--- src/hw/port_pins_cfg.svh ---
// Register offsets, reset values and pin positions for the pin-control block
`ifndef PORT_PINS_CFG_SVH
`define PORT_PINS_CFG_SVH

`define ADDR_FIRST_LATCH 4'h0
`define ADDR_FIRST_DIR 4'h1
`define ADDR_SECOND_LATCH 4'h2
`define ADDR_SECOND_DIR 4'h3
`define ADDR_THIRD_LATCH 4'h4
`define ADDR_THIRD_DIR 4'h5
`define ADDR_THIRD_FSEL 4'h6
`define ADDR_STATUS 4'h7

// Direction bit 1 = input, as after reset
`define DIR_RESET 8'hff
`define LATCH_RESET 8'h00
`define FSEL_RESET 8'h00
`define UNMAPPED_READ 8'h00

`define PIN_TXD 0
`define PIN_RXD 1
`define PIN_SCK 2
`define PIN_EDGE 3
`define PIN_TIMER 4
`define PIN_COUNT 5
`define PIN_CO0 6
`define PIN_CO1 7

`endif

--- src/hw/port_pins_pkg.sv ---
// Types shared by the pin-control block
package port_pins_pkg;

   typedef logic [7:0] byte_t;

   // Peripheral signals that drive third-port pins in control mode
   typedef struct packed {
      logic txd;
      logic sck_out;
      logic sck_internal;
      logic timer_wave;
      logic count_wave_0;
      logic count_wave_1;
   } periph_out_s;

   // Pin levels handed back to the peripherals
   typedef struct packed {
      logic rxd;
      logic sck_in;
      logic edge_pin;
      logic counter_pulse;
   } periph_in_s;

   // Register bus request
   typedef struct packed {
      logic [3:0] addr;
      byte_t wdata;
      logic wr;
      logic rd;
   } reg_req_s;

endpackage

--- src/hw/pin_sync8.sv ---
// Two-stage synchroniser for a byte of pin levels
`timescale 1ns/1ps
module pin_sync8
   import port_pins_pkg::*;
(
   // Clock and reset
   input wire logic ref_clk_in,
   input wire logic rst_n_in,
   // Levels
   input wire byte_t async_in,
   output byte_t sync_out
);

   byte_t stage1;

   always_ff @(posedge ref_clk_in or negedge rst_n_in) begin
      if (!rst_n_in) begin
         stage1 <= 8'h00;
         sync_out <= 8'h00;
      end else begin
         stage1 <= async_in;
         sync_out <= stage1;
      end
   end

endmodule

--- src/hw/port_abc_pin_control.sv ---
// Three 8-bit ports with direction, latches and third-port control mode
//
// Functional notes
// - First port pins individually input or output
// - Reset makes first port inputs, floating
// - Hardware stop floats all first port pins
// - Second port pins individually input or output
// - Reset makes second port inputs, floating
// - Hardware stop floats all second port pins
// - Select bit picks port or peripheral role
// - Third port control roles fixed per pin
// - Port-mode third pins use direction register
// - Pin 0 control drives serial transmit data
// - Pin 1 control feeds serial receive data
// - Serial clock direction follows clock source
// - Edge pin interrupts on fall, clocks timer
// - Timer pin outputs timer square wave
// - Counter pin delivers pulses to counter
// - Reset and stop float third port pins
// - Counter pins drive counter waveforms
`timescale 1ns/1ps
`include "port_pins_cfg.svh"
module port_abc_pin_control
   import port_pins_pkg::*;
(
   // Clock and reset
   input wire logic ref_clk_in,
   input wire logic rst_n_in,
   // Hardware stop, active low pin level
   input wire logic hw_stop_n_in,
   // Register port
   input wire reg_req_s reg_req_in,
   output byte_t reg_rdata_out,
   // First port pins
   input wire byte_t first_port_pins_in,
   output byte_t first_port_pins_out,
   output byte_t first_port_pins_oe_n_out,
   // Second port pins
   input wire byte_t second_port_pins_in,
   output byte_t second_port_pins_out,
   output byte_t second_port_pins_oe_n_out,
   // Third port pins
   input wire byte_t third_port_pins_in,
   output byte_t third_port_pins_out,
   output byte_t third_port_pins_oe_n_out,
   // Peripheral side
   input wire periph_out_s periph_in,
   output periph_in_s periph_out,
   output logic edge_irq_out
);

   ////////////////////////////////////////////////////////////////////
   // Registers and synchronised pins

   byte_t first_latch;
   byte_t first_port_direction;
   byte_t second_latch;
   byte_t second_port_direction;
   byte_t third_latch;
   byte_t third_port_direction;
   byte_t third_port_function_select;
   byte_t first_sync;
   byte_t second_sync;
   byte_t third_sync;
   byte_t third_drive_en;
   byte_t third_drive_val;
   byte_t next_rdata;
   logic stop_meta;
   logic stop_active;
   logic edge_prev;

   pin_sync8 first_sync_inst (
      .ref_clk_in(ref_clk_in),
      .rst_n_in(rst_n_in),
      .async_in(first_port_pins_in),
      .sync_out(first_sync)
   );

   pin_sync8 second_sync_inst (
      .ref_clk_in(ref_clk_in),
      .rst_n_in(rst_n_in),
      .async_in(second_port_pins_in),
      .sync_out(second_sync)
   );

   pin_sync8 third_sync_inst (
      .ref_clk_in(ref_clk_in),
      .rst_n_in(rst_n_in),
      .async_in(third_port_pins_in),
      .sync_out(third_sync)
   );

   // Read value: pin level for inputs, latch for outputs
   function automatic byte_t port_read(input byte_t dir, input byte_t pins,
                                       input byte_t latch);
      port_read = (dir & pins) | (~dir & latch);
   endfunction

   // Pin enables, active low, all released during stop
   function automatic byte_t oe_n(input byte_t drive, input logic stop);
      oe_n = stop ? 8'hff : ~drive;
   endfunction

   ////////////////////////////////////////////////////////////////////
   // Hardware stop synchroniser

   always_ff @(posedge ref_clk_in or negedge rst_n_in) begin
      if (!rst_n_in) begin
         stop_meta <= 1'b0;
         stop_active <= 1'b0;
      end else begin
         stop_meta <= ~hw_stop_n_in;
         stop_active <= stop_meta;
      end
   end

   ////////////////////////////////////////////////////////////////////
   // Register writes

   always_ff @(posedge ref_clk_in or negedge rst_n_in) begin
      if (!rst_n_in) begin
         first_latch <= `LATCH_RESET;
         second_latch <= `LATCH_RESET;
         third_latch <= `LATCH_RESET;
      end else if (reg_req_in.wr) begin
         case (reg_req_in.addr)
            `ADDR_FIRST_LATCH: first_latch <= reg_req_in.wdata;
            `ADDR_SECOND_LATCH: second_latch <= reg_req_in.wdata;
            `ADDR_THIRD_LATCH: third_latch <= reg_req_in.wdata;
            default: ;
         endcase
      end
   end

   always_ff @(posedge ref_clk_in or negedge rst_n_in) begin
      if (!rst_n_in) begin
         first_port_direction <= `DIR_RESET;
         second_port_direction <= `DIR_RESET;
         third_port_direction <= `DIR_RESET;
         third_port_function_select <= `FSEL_RESET;
      end else if (reg_req_in.wr) begin
         case (reg_req_in.addr)
            `ADDR_FIRST_DIR: first_port_direction <= reg_req_in.wdata;
            `ADDR_SECOND_DIR: second_port_direction <= reg_req_in.wdata;
            `ADDR_THIRD_DIR: third_port_direction <= reg_req_in.wdata;
            `ADDR_THIRD_FSEL:
               third_port_function_select <= reg_req_in.wdata;
            default: ;
         endcase
      end
   end

   ////////////////////////////////////////////////////////////////////
   // Register reads

   always_comb begin
      next_rdata = `UNMAPPED_READ;
      case (reg_req_in.addr)
         `ADDR_FIRST_LATCH:
            next_rdata = port_read(first_port_direction, first_sync,
                                   first_latch);
         `ADDR_FIRST_DIR: next_rdata = first_port_direction;
         `ADDR_SECOND_LATCH:
            next_rdata = port_read(second_port_direction, second_sync,
                                   second_latch);
         `ADDR_SECOND_DIR: next_rdata = second_port_direction;
         `ADDR_THIRD_LATCH:
            next_rdata = port_read(~third_drive_en, third_sync,
                                   third_drive_val);
         `ADDR_THIRD_DIR: next_rdata = third_port_direction;
         `ADDR_THIRD_FSEL: next_rdata = third_port_function_select;
         `ADDR_STATUS: next_rdata = {7'h00, stop_active};
         default: next_rdata = `UNMAPPED_READ;
      endcase
   end

   always_ff @(posedge ref_clk_in or negedge rst_n_in) begin
      if (!rst_n_in) begin
         reg_rdata_out <= 8'h00;
      end else if (reg_req_in.rd) begin
         reg_rdata_out <= next_rdata;
      end else begin
         reg_rdata_out <= 8'h00;
      end
   end

   ////////////////////////////////////////////////////////////////////
   // Third port role mux

   always_comb begin
      third_drive_en = ~third_port_direction;
      third_drive_val = third_latch;
      // select bit gives pin to peripheral
      if (third_port_function_select[`PIN_TXD]) begin
         third_drive_en[`PIN_TXD] = 1'b1;
         third_drive_val[`PIN_TXD] = periph_in.txd;
      end
      if (third_port_function_select[`PIN_RXD]) begin
         third_drive_en[`PIN_RXD] = 1'b0;
         third_drive_val[`PIN_RXD] = 1'b0;
      end
      // clock driven only with internal source
      if (third_port_function_select[`PIN_SCK]) begin
         third_drive_en[`PIN_SCK] = periph_in.sck_internal;
         third_drive_val[`PIN_SCK] = periph_in.sck_out;
      end
      if (third_port_function_select[`PIN_EDGE]) begin
         third_drive_en[`PIN_EDGE] = 1'b0;
         third_drive_val[`PIN_EDGE] = 1'b0;
      end
      if (third_port_function_select[`PIN_TIMER]) begin
         third_drive_en[`PIN_TIMER] = 1'b1;
         third_drive_val[`PIN_TIMER] = periph_in.timer_wave;
      end
      if (third_port_function_select[`PIN_COUNT]) begin
         third_drive_en[`PIN_COUNT] = 1'b0;
         third_drive_val[`PIN_COUNT] = 1'b0;
      end
      if (third_port_function_select[`PIN_CO0]) begin
         third_drive_en[`PIN_CO0] = 1'b1;
         third_drive_val[`PIN_CO0] = periph_in.count_wave_0;
      end
      if (third_port_function_select[`PIN_CO1]) begin
         third_drive_en[`PIN_CO1] = 1'b1;
         third_drive_val[`PIN_CO1] = periph_in.count_wave_1;
      end
   end

   ////////////////////////////////////////////////////////////////////
   // Pin drivers

   assign first_port_pins_oe_n_out =
      oe_n(~first_port_direction, stop_active);
   assign second_port_pins_oe_n_out =
      oe_n(~second_port_direction, stop_active);
   assign third_port_pins_oe_n_out = oe_n(third_drive_en, stop_active);

   always_ff @(posedge ref_clk_in or negedge rst_n_in) begin
      if (!rst_n_in) begin
         first_port_pins_out <= `LATCH_RESET;
         second_port_pins_out <= `LATCH_RESET;
         third_port_pins_out <= `LATCH_RESET;
      end else begin
         first_port_pins_out <= first_latch;
         second_port_pins_out <= second_latch;
         third_port_pins_out <= third_drive_val;
      end
   end

   ////////////////////////////////////////////////////////////////////
   // Inputs to peripherals

   always_ff @(posedge ref_clk_in or negedge rst_n_in) begin
      if (!rst_n_in) begin
         periph_out <= '0;
      end else begin
         periph_out.rxd <= third_port_function_select[`PIN_RXD] ?
                           third_sync[`PIN_RXD] : 1'b1;
         periph_out.sck_in <= third_sync[`PIN_SCK];
         periph_out.edge_pin <= third_port_function_select[`PIN_EDGE] ?
                                third_sync[`PIN_EDGE] : 1'b1;
         periph_out.counter_pulse <=
            third_port_function_select[`PIN_COUNT] &
            third_sync[`PIN_COUNT];
      end
   end

   always_ff @(posedge ref_clk_in or negedge rst_n_in) begin
      if (!rst_n_in) begin
         edge_prev <= 1'b1;
         edge_irq_out <= 1'b0;
      end else begin
         edge_prev <= third_sync[`PIN_EDGE];
         edge_irq_out <= third_port_function_select[`PIN_EDGE] &
                         edge_prev & ~third_sync[`PIN_EDGE];
      end
   end

endmodule

--- config.mk ---
export PLATFORM = sky130hd
export DESIGN_NAME = port_abc_pin_control
export DESIGN_NICKNAME = d
export VERILOG_FILES = /design/src/hw/port_pins_pkg.sv /design/src/hw/pin_sync8.sv /design/src/hw/port_abc_pin_control.sv
export VERILOG_INCLUDE_DIRS = /design/src /design/src/hw
export SDC_FILE = /design/constraint.sdc
export NUM_CORES = 1
export LEC_CHECK = 0
export BUFFER_PORTS_ARGS = -buffer_cell sky130_fd_sc_hd__buf_2
export CORE_UTILIZATION = 51
export DETAILED_ROUTE_END_ITERATION = 12
export PLACE_DENSITY = 0.75
export SYNTH_ARGS = -nofsm -noshare
export SYNTH_HDL_FRONTEND = slang
export SYNTH_SLANG_ARGS = --single-unit
--- constraint.sdc ---
create_clock -name ref_clk_in -period 1.71 [get_ports ref_clk_in]
set_input_delay 0.171 -clock ref_clk_in [delete_from_list [all_inputs] [get_ports ref_clk_in]]
set_output_delay 0.171 -clock ref_clk_in [all_outputs]
set_load 0.05 [all_outputs]
==> impl_metrics.toml, run 1 <==
[drt]
via_count = 3704
ant_nets = 0
drtPass1Iterations = 5
drt_iter0_markers = 235
wl_met2_mm = 6.502
route.met3.wl_um = 616
drt-met1-wl_mm = 5.442
routed.top_layer = "met5"
drcViolationCount = 0
avgRoutedWirePerCell_um = 18.28
wirelength_mm = 12.78
vias_per_cell = 5.299

[pwr]
power_leakage_uw = 0.003437
power-per-cell-area_mw_per_mm2 = 1415
ir_worst_vdd_mv = 0.9286
fin_total_pwr_uw = 10530

[global_routing]
grt_pass1_vias = 3972
grt_pass1_wl_mm = 20.84
overflow = 0
antenna_found_initial = 1
grt_usage_pct = 25.63
grt_max_degree = 48

[clocking]
cts.sinks = 144
clk-insertion-delay-late_ps = 530
cts_tree = "done"
cts.clk_slew.worst_paths_ps = 60
root_buffer = "clkbuf_8"
cts.htree.levels = 4
cts_buffer_depth = 2
cts_made_buffers = 17
postCtsSetupBuffers = 0

[sta]
finalMaxSlewViolations = 0
fmax_mhz = 563.1
layout_setup_ws_ps = -65.77
rsz0062_at_grt = "yes"
skew_ps = 7.673
setup_viol = 19
finalCritPeriodShare_pct = 103.8
relSlewSlack_pct = 65.12
max_slew.worst_pin.slew_ps = 522.0
tns_ps = -516.6
period_needed_ps = 1776
hold_violations = 0

[place]
port_buffers = 107
dp.cells = 628
dp_hpwl_mm = 8.181
gp_congestion = 0.8381

[logic_synthesis]
synth_cells = 377
synthTopCellsByArea = "dfrtp_1 54%, mux2_2 14%, dfstp_2 12%"
synth_ff_type = "dfrtp_1"
synth_top_area_share_pct = 54.49
avgSynthCellArea_um2 = 14.50
synth_edf_count = 0
synth.distinct_cells = 40
syn_area_mm2 = 0.005465
synth_seq_area_share_pct = 66.51
async_flop_share_pct = 100.0
yosys.area.top_type = "dfrtp_1"
synth_common_cells = "119 x dfrtp_1, 67 x mux2_2, 25 x dfstp_2, 16 x or2_2, 15 x mux2i_1"
synth_nets = 424
yosysWarnings = 0
yosysMostFrequentCell = "dfrtp_1"
ys_seq_elements = 144

[finish]
area_growth_pct = 36.17
fin_util_pct = 71.77
diodes = 0
final_layout_size_suffix_gt1_share_pct = 48.13
nFillCells = 702
fin_cells = 699
nets = 597

[setup_path]
slowest_delay_ps = 400
path_delay_family = "flip-flops"
worstPathRequired_ps = 1540
rr_worst_depth = 3
worst-path-buf-inv = 2
end_kind = "primary output"
worstPathMaxFanout = 25
crit_path_start_kind = "flop"
critPathKind = "reg2out"
crit_cells = 3
slowest_stage = "dfrtp_1"
crit_chain = "buf_12, or3_4, buf_6"
cp.arrival_ps = 1600

[floorplan]
floorplan.initialDensity_pct = 52.70
rows = 37
die_w_um = 105.5
die_h_um = 105.5
core_area_mm2 = 0.01037
dieArea_mm2 = 0.01113
io_pins = 108

[min_path]
hp-class = "in2async"

[flow_run]
drv_cap = 0

[outcome]
status = "finished, violations left"
failed_checks = "negative setup slack"
## stage by stage
step	setup WS, ps	instance area [um^2]	hold WS (ps)
final	-65.77	7442	131.7
after CTS	-88.50	7433	136.4
after detailed placement	91.41	6295	134.8
after global routing	-115.6	7442	153.7
after floorplan	314.7	5465	-124.6
after global placement	102.7	6295	128.8
## cells by family after synthesis
group / synth area share, %
AOI/OAI and AO/OA: 6.342
buffers and inverters: 1.534
DFF: 66.51
muxes: 16.55
and+or+nand+nor: 9.066
## worst reg2reg max path, delay by kind of cell, from the launching register on
family / cells / cell delay, ps
DFF: 1 / 580
muxes: 1 / 360
AOI/OAI and AO/OA: 2 / 560
## power by group
part / internal, uW / total, uW / leakage, uW / switching (uW)
Combinational: 889 / 2300 / 0.00144 / 1410
Sequential: 4040 / 4440 / 0.00170 / 399
Clock: 2440 / 3790 / 0.000295 / 1350
## repair_timing
action | CTS | global route
cloned | 0 | 0
resized for setup | 42 | 4
hold endpoints to repair | 194 | 0
hold buffers | 39 | 0
endpoints found under the setup margin | 20 | 22
## final timing paths
| kind | startpoint | to | slack, ps |
|---|---|---|---|
| hold reg to reg | first_sync_inst.stage1[2]$_DFF_PN0_ | first_sync_inst.sync_out[2]$_DFF_PN0_ | 340 |
| setup / recovery | stop_active$_DFF_PN0_ | third_port_pins_oe_n_out[5] | -70 |
| hold / removal | rst_n_in | third_port_pins_out[3]$_DFF_PN0_ | 130 |
| setup reg to reg | second_port_direction[1]$_DFFE_PN1P_ | reg_rdata_out[1]$_DFF_PN0_ | 70 |
| max in group asynchronous | rst_n_in | first_port_direction[5]$_DFFE_PN1P_ | 880 |
| min in group ref_clk_in | reg_req_in[13] | reg_rdata_out[3]$_DFF_PN0_ | 180 |
## layer usage
metal  vias up  track usage [%]
li1       1680                -
met1      1868            32.02
met2       136            42.39
met3        18            7.730
met4         2            9.325
met5         -                0
## cell type report
cell class                      count  area, um^2  area share [%]
Sequential cell                   144        3635           48.84
Clock buffer                       22       452.9           6.086
Multi-Input combinational cell    213        1762           23.67
Clock inverter                     10       158.9           2.135
Inverter                            9       33.78          0.4539
Tap cell                          136       170.2           2.286
Timing Repair Buffer              165        1230           16.53
## cell usage in the layout (no fill, tap or decap), types with 14 or more instances in the layout
| master | instances |
|---|---|
| buf_2 | 84 |
| buf_4 | 17 |
| buf_6 | 21 |
| clkbuf_16 | 16 |
| dfrtp_1 | 119 |
| dfstp_2 | 25 |
| dlygate4sd3_1 | 39 |
| mux2_2 | 67 |
| mux2i_1 | 15 |
| nand2_1 | 14 |
| or2_2 | 16 |
Power figures use the tool's default switching activity.
==> inputs of run 2 (changes only) <==
--- a/config.mk
+++ b/config.mk
@@ -10,6 +10,7 @@
 export CORE_UTILIZATION = 51
 export DETAILED_ROUTE_END_ITERATION = 12
 export PLACE_DENSITY = 0.75
+export SETUP_SLACK_MARGIN = 0.4
 export SYNTH_ARGS = -nofsm -noshare
 export SYNTH_HDL_FRONTEND = slang
 export SYNTH_SLANG_ARGS = --single-unit
==> run 2 against run 1 <==
  * The run still ends with negative setup slack left
  * Total power rose by 2.8%
  * First-iteration DRC count fell by 13%
  * Non-clock buffer count rose by 1
==> impl_metrics.toml, run 2 (synthesis gave the netlist of run 1 again) <==
[finish]
nets = 598
fin_cells = 700
multi_input_area_mm2 = 0.001792
layout_common_cells = "118 x dfrtp_1, 63 x mux2_2, 55 x buf_2"
layout_commonest_cell = "dfrtp_1"
regArea_mm2 = 0.003636
diodes = 0
nFillCells = 665
final_layout_size_suffix_gt1_share_pct = 49.65
area_growth_pct = 39.51

[pwr]
ir_worst_vdd_mv = 0.9213
power-per-cell-area_mw_per_mm2 = 1420
power_frac_clock_pct = 35.9
power_leakage_uw = 0.003512
internal_power_uw = 7573
p_seq_share_pct = 41.3
combPwrFrac_pct = 22.8
p_sw_uw = 3254
swShare_pct = 30.05

[global_routing]
overflow = 0
grt_pass1_vias = 3926
groute.layer.met3.usage_pct = 6.308
grt_pass1_wl_mm = 21.03
grt.busiest_layer = "met2"
grt_usage_pct = 25.69
grt_use_met1_pct = 33.02
antenna_found_initial = 0
met2_usage_pct = 41.92
grt_max_degree = 50

[place]
dp_hpwl_mm = 8.285
dp_slack_ps = 120.0
port_buffers = 107
gp_congestion = 0.8305
dp.cells = 626

[drt]
ant_nets = 0
vias_per_cell = 5.407
drcViolationCount = 0
drtPass1Iterations = 6
avgRoutedWirePerCell_um = 19.28
via_count = 3785
drt_iter0_markers = 204
wirelength_mm = 13.50

[clocking]
cts_tree = "done"
cts.htree.levels = 4
cts.sinks = 144
cts_made_buffers = 17
cts.clk_slew.worst_paths_ps = 60
cts_buffer_depth = 2
root_buffer = "clkbuf_8"
clk-insertion-delay-late_ps = 540

[sta]
rsz0062_at_grt = "yes"
max_slew.worst_pin.slew_ps = 508.3
finalCritPeriodShare_pct = 104.3
finalMaxSlewViolations = 0
setup_viol = 19
relSlewSlack_pct = 66.02
period_needed_ps = 1783
layout_setup_ws_ps = -73.17
hold_violations = 0
fmax_mhz = 560.8
skew_ps = 8.480

[setup_path]
rr_worst_depth = 3
crit_path_start_kind = "flop"
r2r-end = "reg_rdata_out[3]$_DFF_PN0_"
slowest_stage = "dfrtp_1"
crit_chain = "buf_12, or3_1, buf_6"
worstPathRequired_ps = 1540
end_kind = "primary output"
critPathKind = "reg2out"
worstReg2RegStart = "second_port_direction[3]$_DFFE_PN1P_"
reg2reg_slack_ps = 100
cp.arrival_ps = 1610
worstPathMaxFanout = 25
slowest_delay_ps = 390

[min_path]
hold_depth = 2
min_to = "third_latch[5]$_DFFE_PN0P_"
hold_start = "reg_req_in[7]"
hp-class = "in2reg"

[floorplan]
core_area_mm2 = 0.01037
floorplan.initialDensity_pct = 52.70
rows = 37
die_h_um = 105.5
io_pins = 108
dieArea_mm2 = 0.01113
die_w_um = 105.5

[outcome]
status = "finished, violations left"
failed_checks = "negative setup slack"

[flow_run]
drv_cap = 0
==> run 2: cell types whose count changed in the layout (fill, tap and decap cells not counted), sizes merged <==
cell | before | now
clkbuf | 24 | 33
buf | 124 | 117
clkinv | 4 | 5
clkinvlp | 2 | 1
dlygate4sd3 | 39 | 38
==> run 2: layout make-up <==
type	count	share of cell area (%)
multi-input combinational	213	23.50
clock inverter	10	2.051
tap	136	2.232
timing repair buffer	166	17.89
clock buffer	22	6.203
inverter	9	0.4431
sequential	144	47.69
==> run 2: how the worst max path moves through the flow <==
stage | slack, ps | cells past startpoint | endpoint | startpoint
2_1_floorplan | 330 | 4 | first_latch[1]$_DFFE_PN0P_ | reg_req_in[10]
6_report | -70 | 3 | third_port_pins_oe_n_out[1] | stop_active$_DFF_PN0_
3_5_place_dp | 120 | 5 | reg_rdata_out[3]$_DFF_PN0_ | reg_req_in[11]
4_1_cts | -70 | 3 | third_port_pins_oe_n_out[5] | stop_active$_DFF_PN0_
5_1_grt | -120 | 3 | third_port_pins_oe_n_out[1] | stop_active$_DFF_PN0_
3_3_place_gp | 150 | 5 | reg_rdata_out[3]$_DFF_PN0_ | reg_req_in[11]
==> run 2: worst max-delay path: cells and delay by family (launching register included) <==
kind / cells / cell delay, ps
flops: 1 / 390
simple gates: 1 / 350
buf+inv: 2 / 340
==> run 2: per-layer routing <==
layer  up-vias  wire (um)
met5         -          0
li1       1687          -
met3        29        681
met2       156       6768
met1      1913       5757
met4         0        290
==> run 2: power groups by stage <==
stage	combinational (uW)	sequential [uW]	clock [uW]
after global placement	2110	4470	0
after floorplan	1060	4930	0
after global routing	2590	4530	4090
after CTS	2400	4440	3930
final	2470	4470	3890
after detailed placement	2140	4490	0
==> run 2: what timing repair did <==
action / CTS / global route
cloned: 0 / 0
resized for setup: 66 / 23
buffers inserted: 2 / 2
pin swaps: 2 / 0
endpoints found under the setup margin: 43 / 46
hold endpoints to repair: 178 / 0
hold buffers: 38 / 0
==> run 2: through the flow <==
step	util (%)	area (um^2)	TNS, ps	power, uW	hold WS, ps
finish	73.53	7625	-410.4	10830	46.85
CTS	72.85	7555	-730.1	10780	14.60
detailed placement	61.11	6337	0	6626	146.2
global route	73.53	7625	-1241	11210	43.83
floorplan	-	5503	0	5986	-124.6
global placement	61.11	6337	0	6581	146.2
==> inputs of run 3 (changes only) <==
--- a/config.mk
+++ b/config.mk
@@ -10,6 +10,7 @@
 export CORE_UTILIZATION = 51
 export DETAILED_ROUTE_END_ITERATION = 12
 export PLACE_DENSITY = 0.75
+export REMOVE_ABC_BUFFERS = 1
 export SETUP_SLACK_MARGIN = 0.4
 export SYNTH_ARGS = -nofsm -noshare
 export SYNTH_HDL_FRONTEND = slang
==> run 3 against run 2 <==
  * The flow still finishes with violations (negative setup slack)
  * Non-clock buffer count increased by 6
  * Register-to-register slack improved by 100 ps
  * Routed wire length decreased by 3.0%
  * Sequential cell count unchanged
  * Via count increased by 0.90%
  * Critical path depth unchanged
  * Die area unchanged
  * Total power decreased by 3.6%
  * Fmax increased by 0.68%
  * First-iteration DRC count decreased by 18%
  * Setup slack improved by 12 ps
  * Clock skew decreased by 3.7 ps
  * Critical path type unchanged
  * Largest cell class unchanged
==> impl_metrics.toml, run 3 (synthesis gave the netlist of run 1 again) <==
[sta]
finalMaxSlewViolations = 0
finalCritPeriodShare_pct = 103.6
layout_setup_ws_ps = -61.20
hold_violations = 0
skew_ps = 4.754
period_needed_ps = 1771
fmax_mhz = 564.6
max_slew.worst_pin.slew_ps = 588.6
relSlewSlack_pct = 60.64
setup_viol = 17
rsz0062_at_grt = "yes"

[floorplan]
die_h_um = 105.5
floorplan.initialDensity_pct = 52.70
die_w_um = 105.5
core_area_mm2 = 0.01037
io_pins = 108
dieArea_mm2 = 0.01113
rows = 37

[drt]
ant_nets = 0
drt_iter0_markers = 168
routed.top_layer = "met4"
drcViolationCount = 0
avgRoutedWirePerCell_um = 18.54
wl_met2_mm = 6.665
drt-met1-wl_mm = 5.446
wirelength_mm = 13.09
vias_per_cell = 5.409
via_count = 3819
drtPass1Iterations = 4
route.met3.wl_um = 704

[setup_path]
end_kind = "primary output"
worstPathMaxFanout = 12
cpMostUsedCell = "buf_6"
crit_path_start_kind = "flop"
slowest_stage = "dfrtp_1"
rr_worst_depth = 3
cp.arrival_ps = 1600
worst-path-buf-inv = 2
cp-startpoint = "stop_active$_DFF_PN0_"
critPathKind = "reg2out"
crit_chain = "buf_6, or3_4, buf_6"
cp-endpoint = "third_port_pins_oe_n_out[5]"
path_delay_family = "flip-flops"
crit_cells = 3
r2r-end = "reg_rdata_out[3]$_DFF_PN0_"
worstReg2RegStart = "second_port_direction[3]$_DFFE_PN1P_"
reg2reg_slack_ps = 200
slowest_delay_ps = 400
worstPathRequired_ps = 1540

[clocking]
cts.clk_slew.worst_paths_ps = 60
clk-insertion-delay-late_ps = 530
cts_tree = "done"
cts.htree.levels = 4
root_buffer = "clkbuf_8"
cts_buffer_depth = 2
cts.sinks = 144
cts_made_buffers = 17

[finish]
nFillCells = 677
nets = 604
layout_commonest_cell = "dfrtp_1"
final_layout_size_suffix_gt1_share_pct = 50.53
area_growth_pct = 39.61
regArea_mm2 = 0.003637
diodes = 0
multi_input_area_mm2 = 0.001800
layout_common_cells = "117 x dfrtp_1, 64 x mux2_2, 54 x buf_2"
fin_util_pct = 73.58

[global_routing]
grt_usage_pct = 25.53
antenna_found_initial = 0
grt_pass1_wl_mm = 20.89
grt_pass1_vias = 4041
overflow = 0
grt_max_degree = 50

[place]
gp_congestion = 0.8375
dp_hpwl_mm = 8.560
port_buffers = 107
dp_slack_ps = 59.41

[outcome]
status = "finished, violations left"
failed_checks = "negative setup slack"

[flow_run]
drv_cap = 0

[pwr]
fin_total_pwr_uw = 10440
ir_worst_vdd_mv = 0.9645
power-per-cell-area_mw_per_mm2 = 1368
power_leakage_uw = 0.003502

[min_path]
hp-class = "in2reg"
==> run 3: cell count changes in the layout (fill, tap and decap cells not counted), moves of 2 or more <==
cell	change
o21ai_1	+3
bufinv_16	-2
buf_6	+4
clkbuf_4	+4
clkinv_2	+2
o21ai_0	-3
nand2_1	+2
nand2_2	-2
clkinvlp_4	+2
==> run 3: worst min path at each step <==
stage                   start                                    to  slack (ps)  cells after the start
3_5_place_dp         rst_n_in  second_sync_inst.stage1[3]$_DFF_PN0_         140                      1
3_3_place_gp         rst_n_in  second_sync_inst.stage1[3]$_DFF_PN0_         140                      1
2_1_floorplan        rst_n_in                edge_irq_out$_DFF_PN0_        -120                      0
6_report       reg_req_in[11]            reg_rdata_out[0]$_DFF_PN0_         110                      3
5_1_grt        reg_req_in[11]            reg_rdata_out[0]$_DFF_PN0_          90                      3
4_1_cts        reg_req_in[11]            reg_rdata_out[0]$_DFF_PN0_          80                      3
==> run 3: routing by layer <==
metal / track usage, % / up-vias
li1: - / 1698
met1: 32.32 / 1935
met2: 42.01 / 158
met3: 6.865 / 28
met4: 10.12 / 0
met5: 0 / -
==> run 3: what timing repair did <==
item | in CTS | in global routing
setup buffers | 3 | 0
hold endpoints to repair | 205 | 0
hold buffers | 39 | 0
setup endpoints to repair | 40 | 51
gates resized for setup | 67 | 38
pin swaps | 10 | 4
gates cloned | 0 | 0
==> run 3: layout make-up <==
type / instances / share of cell area [%]
multi-input cells: 213 / 23.60
clock inverters: 11 / 1.476
well taps: 136 / 2.230
inverters: 9 / 0.4428
repair buffers: 172 / 18.56
clock buffers: 21 / 6.018
flip-flops and latches: 144 / 47.67
==> run 3: metrics by stage <==
step	area (um^2)	setup TNS, ps	instances	hold slack (ps)
3_5_place_dp	6350	0	632	139.6
3_3_place_gp	6350	0	632	135.5
2_1_floorplan	5415	0	366	-124.6
6_report	7630	-356.2	706	106.6
4_1_cts	7542	-834.3	706	83.49
5_1_grt	7630	-1100	706	85.62
==> run 3: power by group <==
| group | internal (uW) | switching [uW] | leakage, uW | total [uW] |
|---|---|---|---|---|
| logic | 1010 | 1450 | 0.00152 | 2470 |
| registers | 4040 | 405 | 0.00170 | 4450 |
| clock network | 2170 | 1350 | 0.000279 | 3520 |
| total | 7230 | 3210 | 0.00350 | 10400 |
==> run 3: worst reg2reg max path: stages, from the launching register on <==
cell,delay [ps]
dfstp_2,570
mux2_4,310
a222oi_1,360
a21oi_1,120
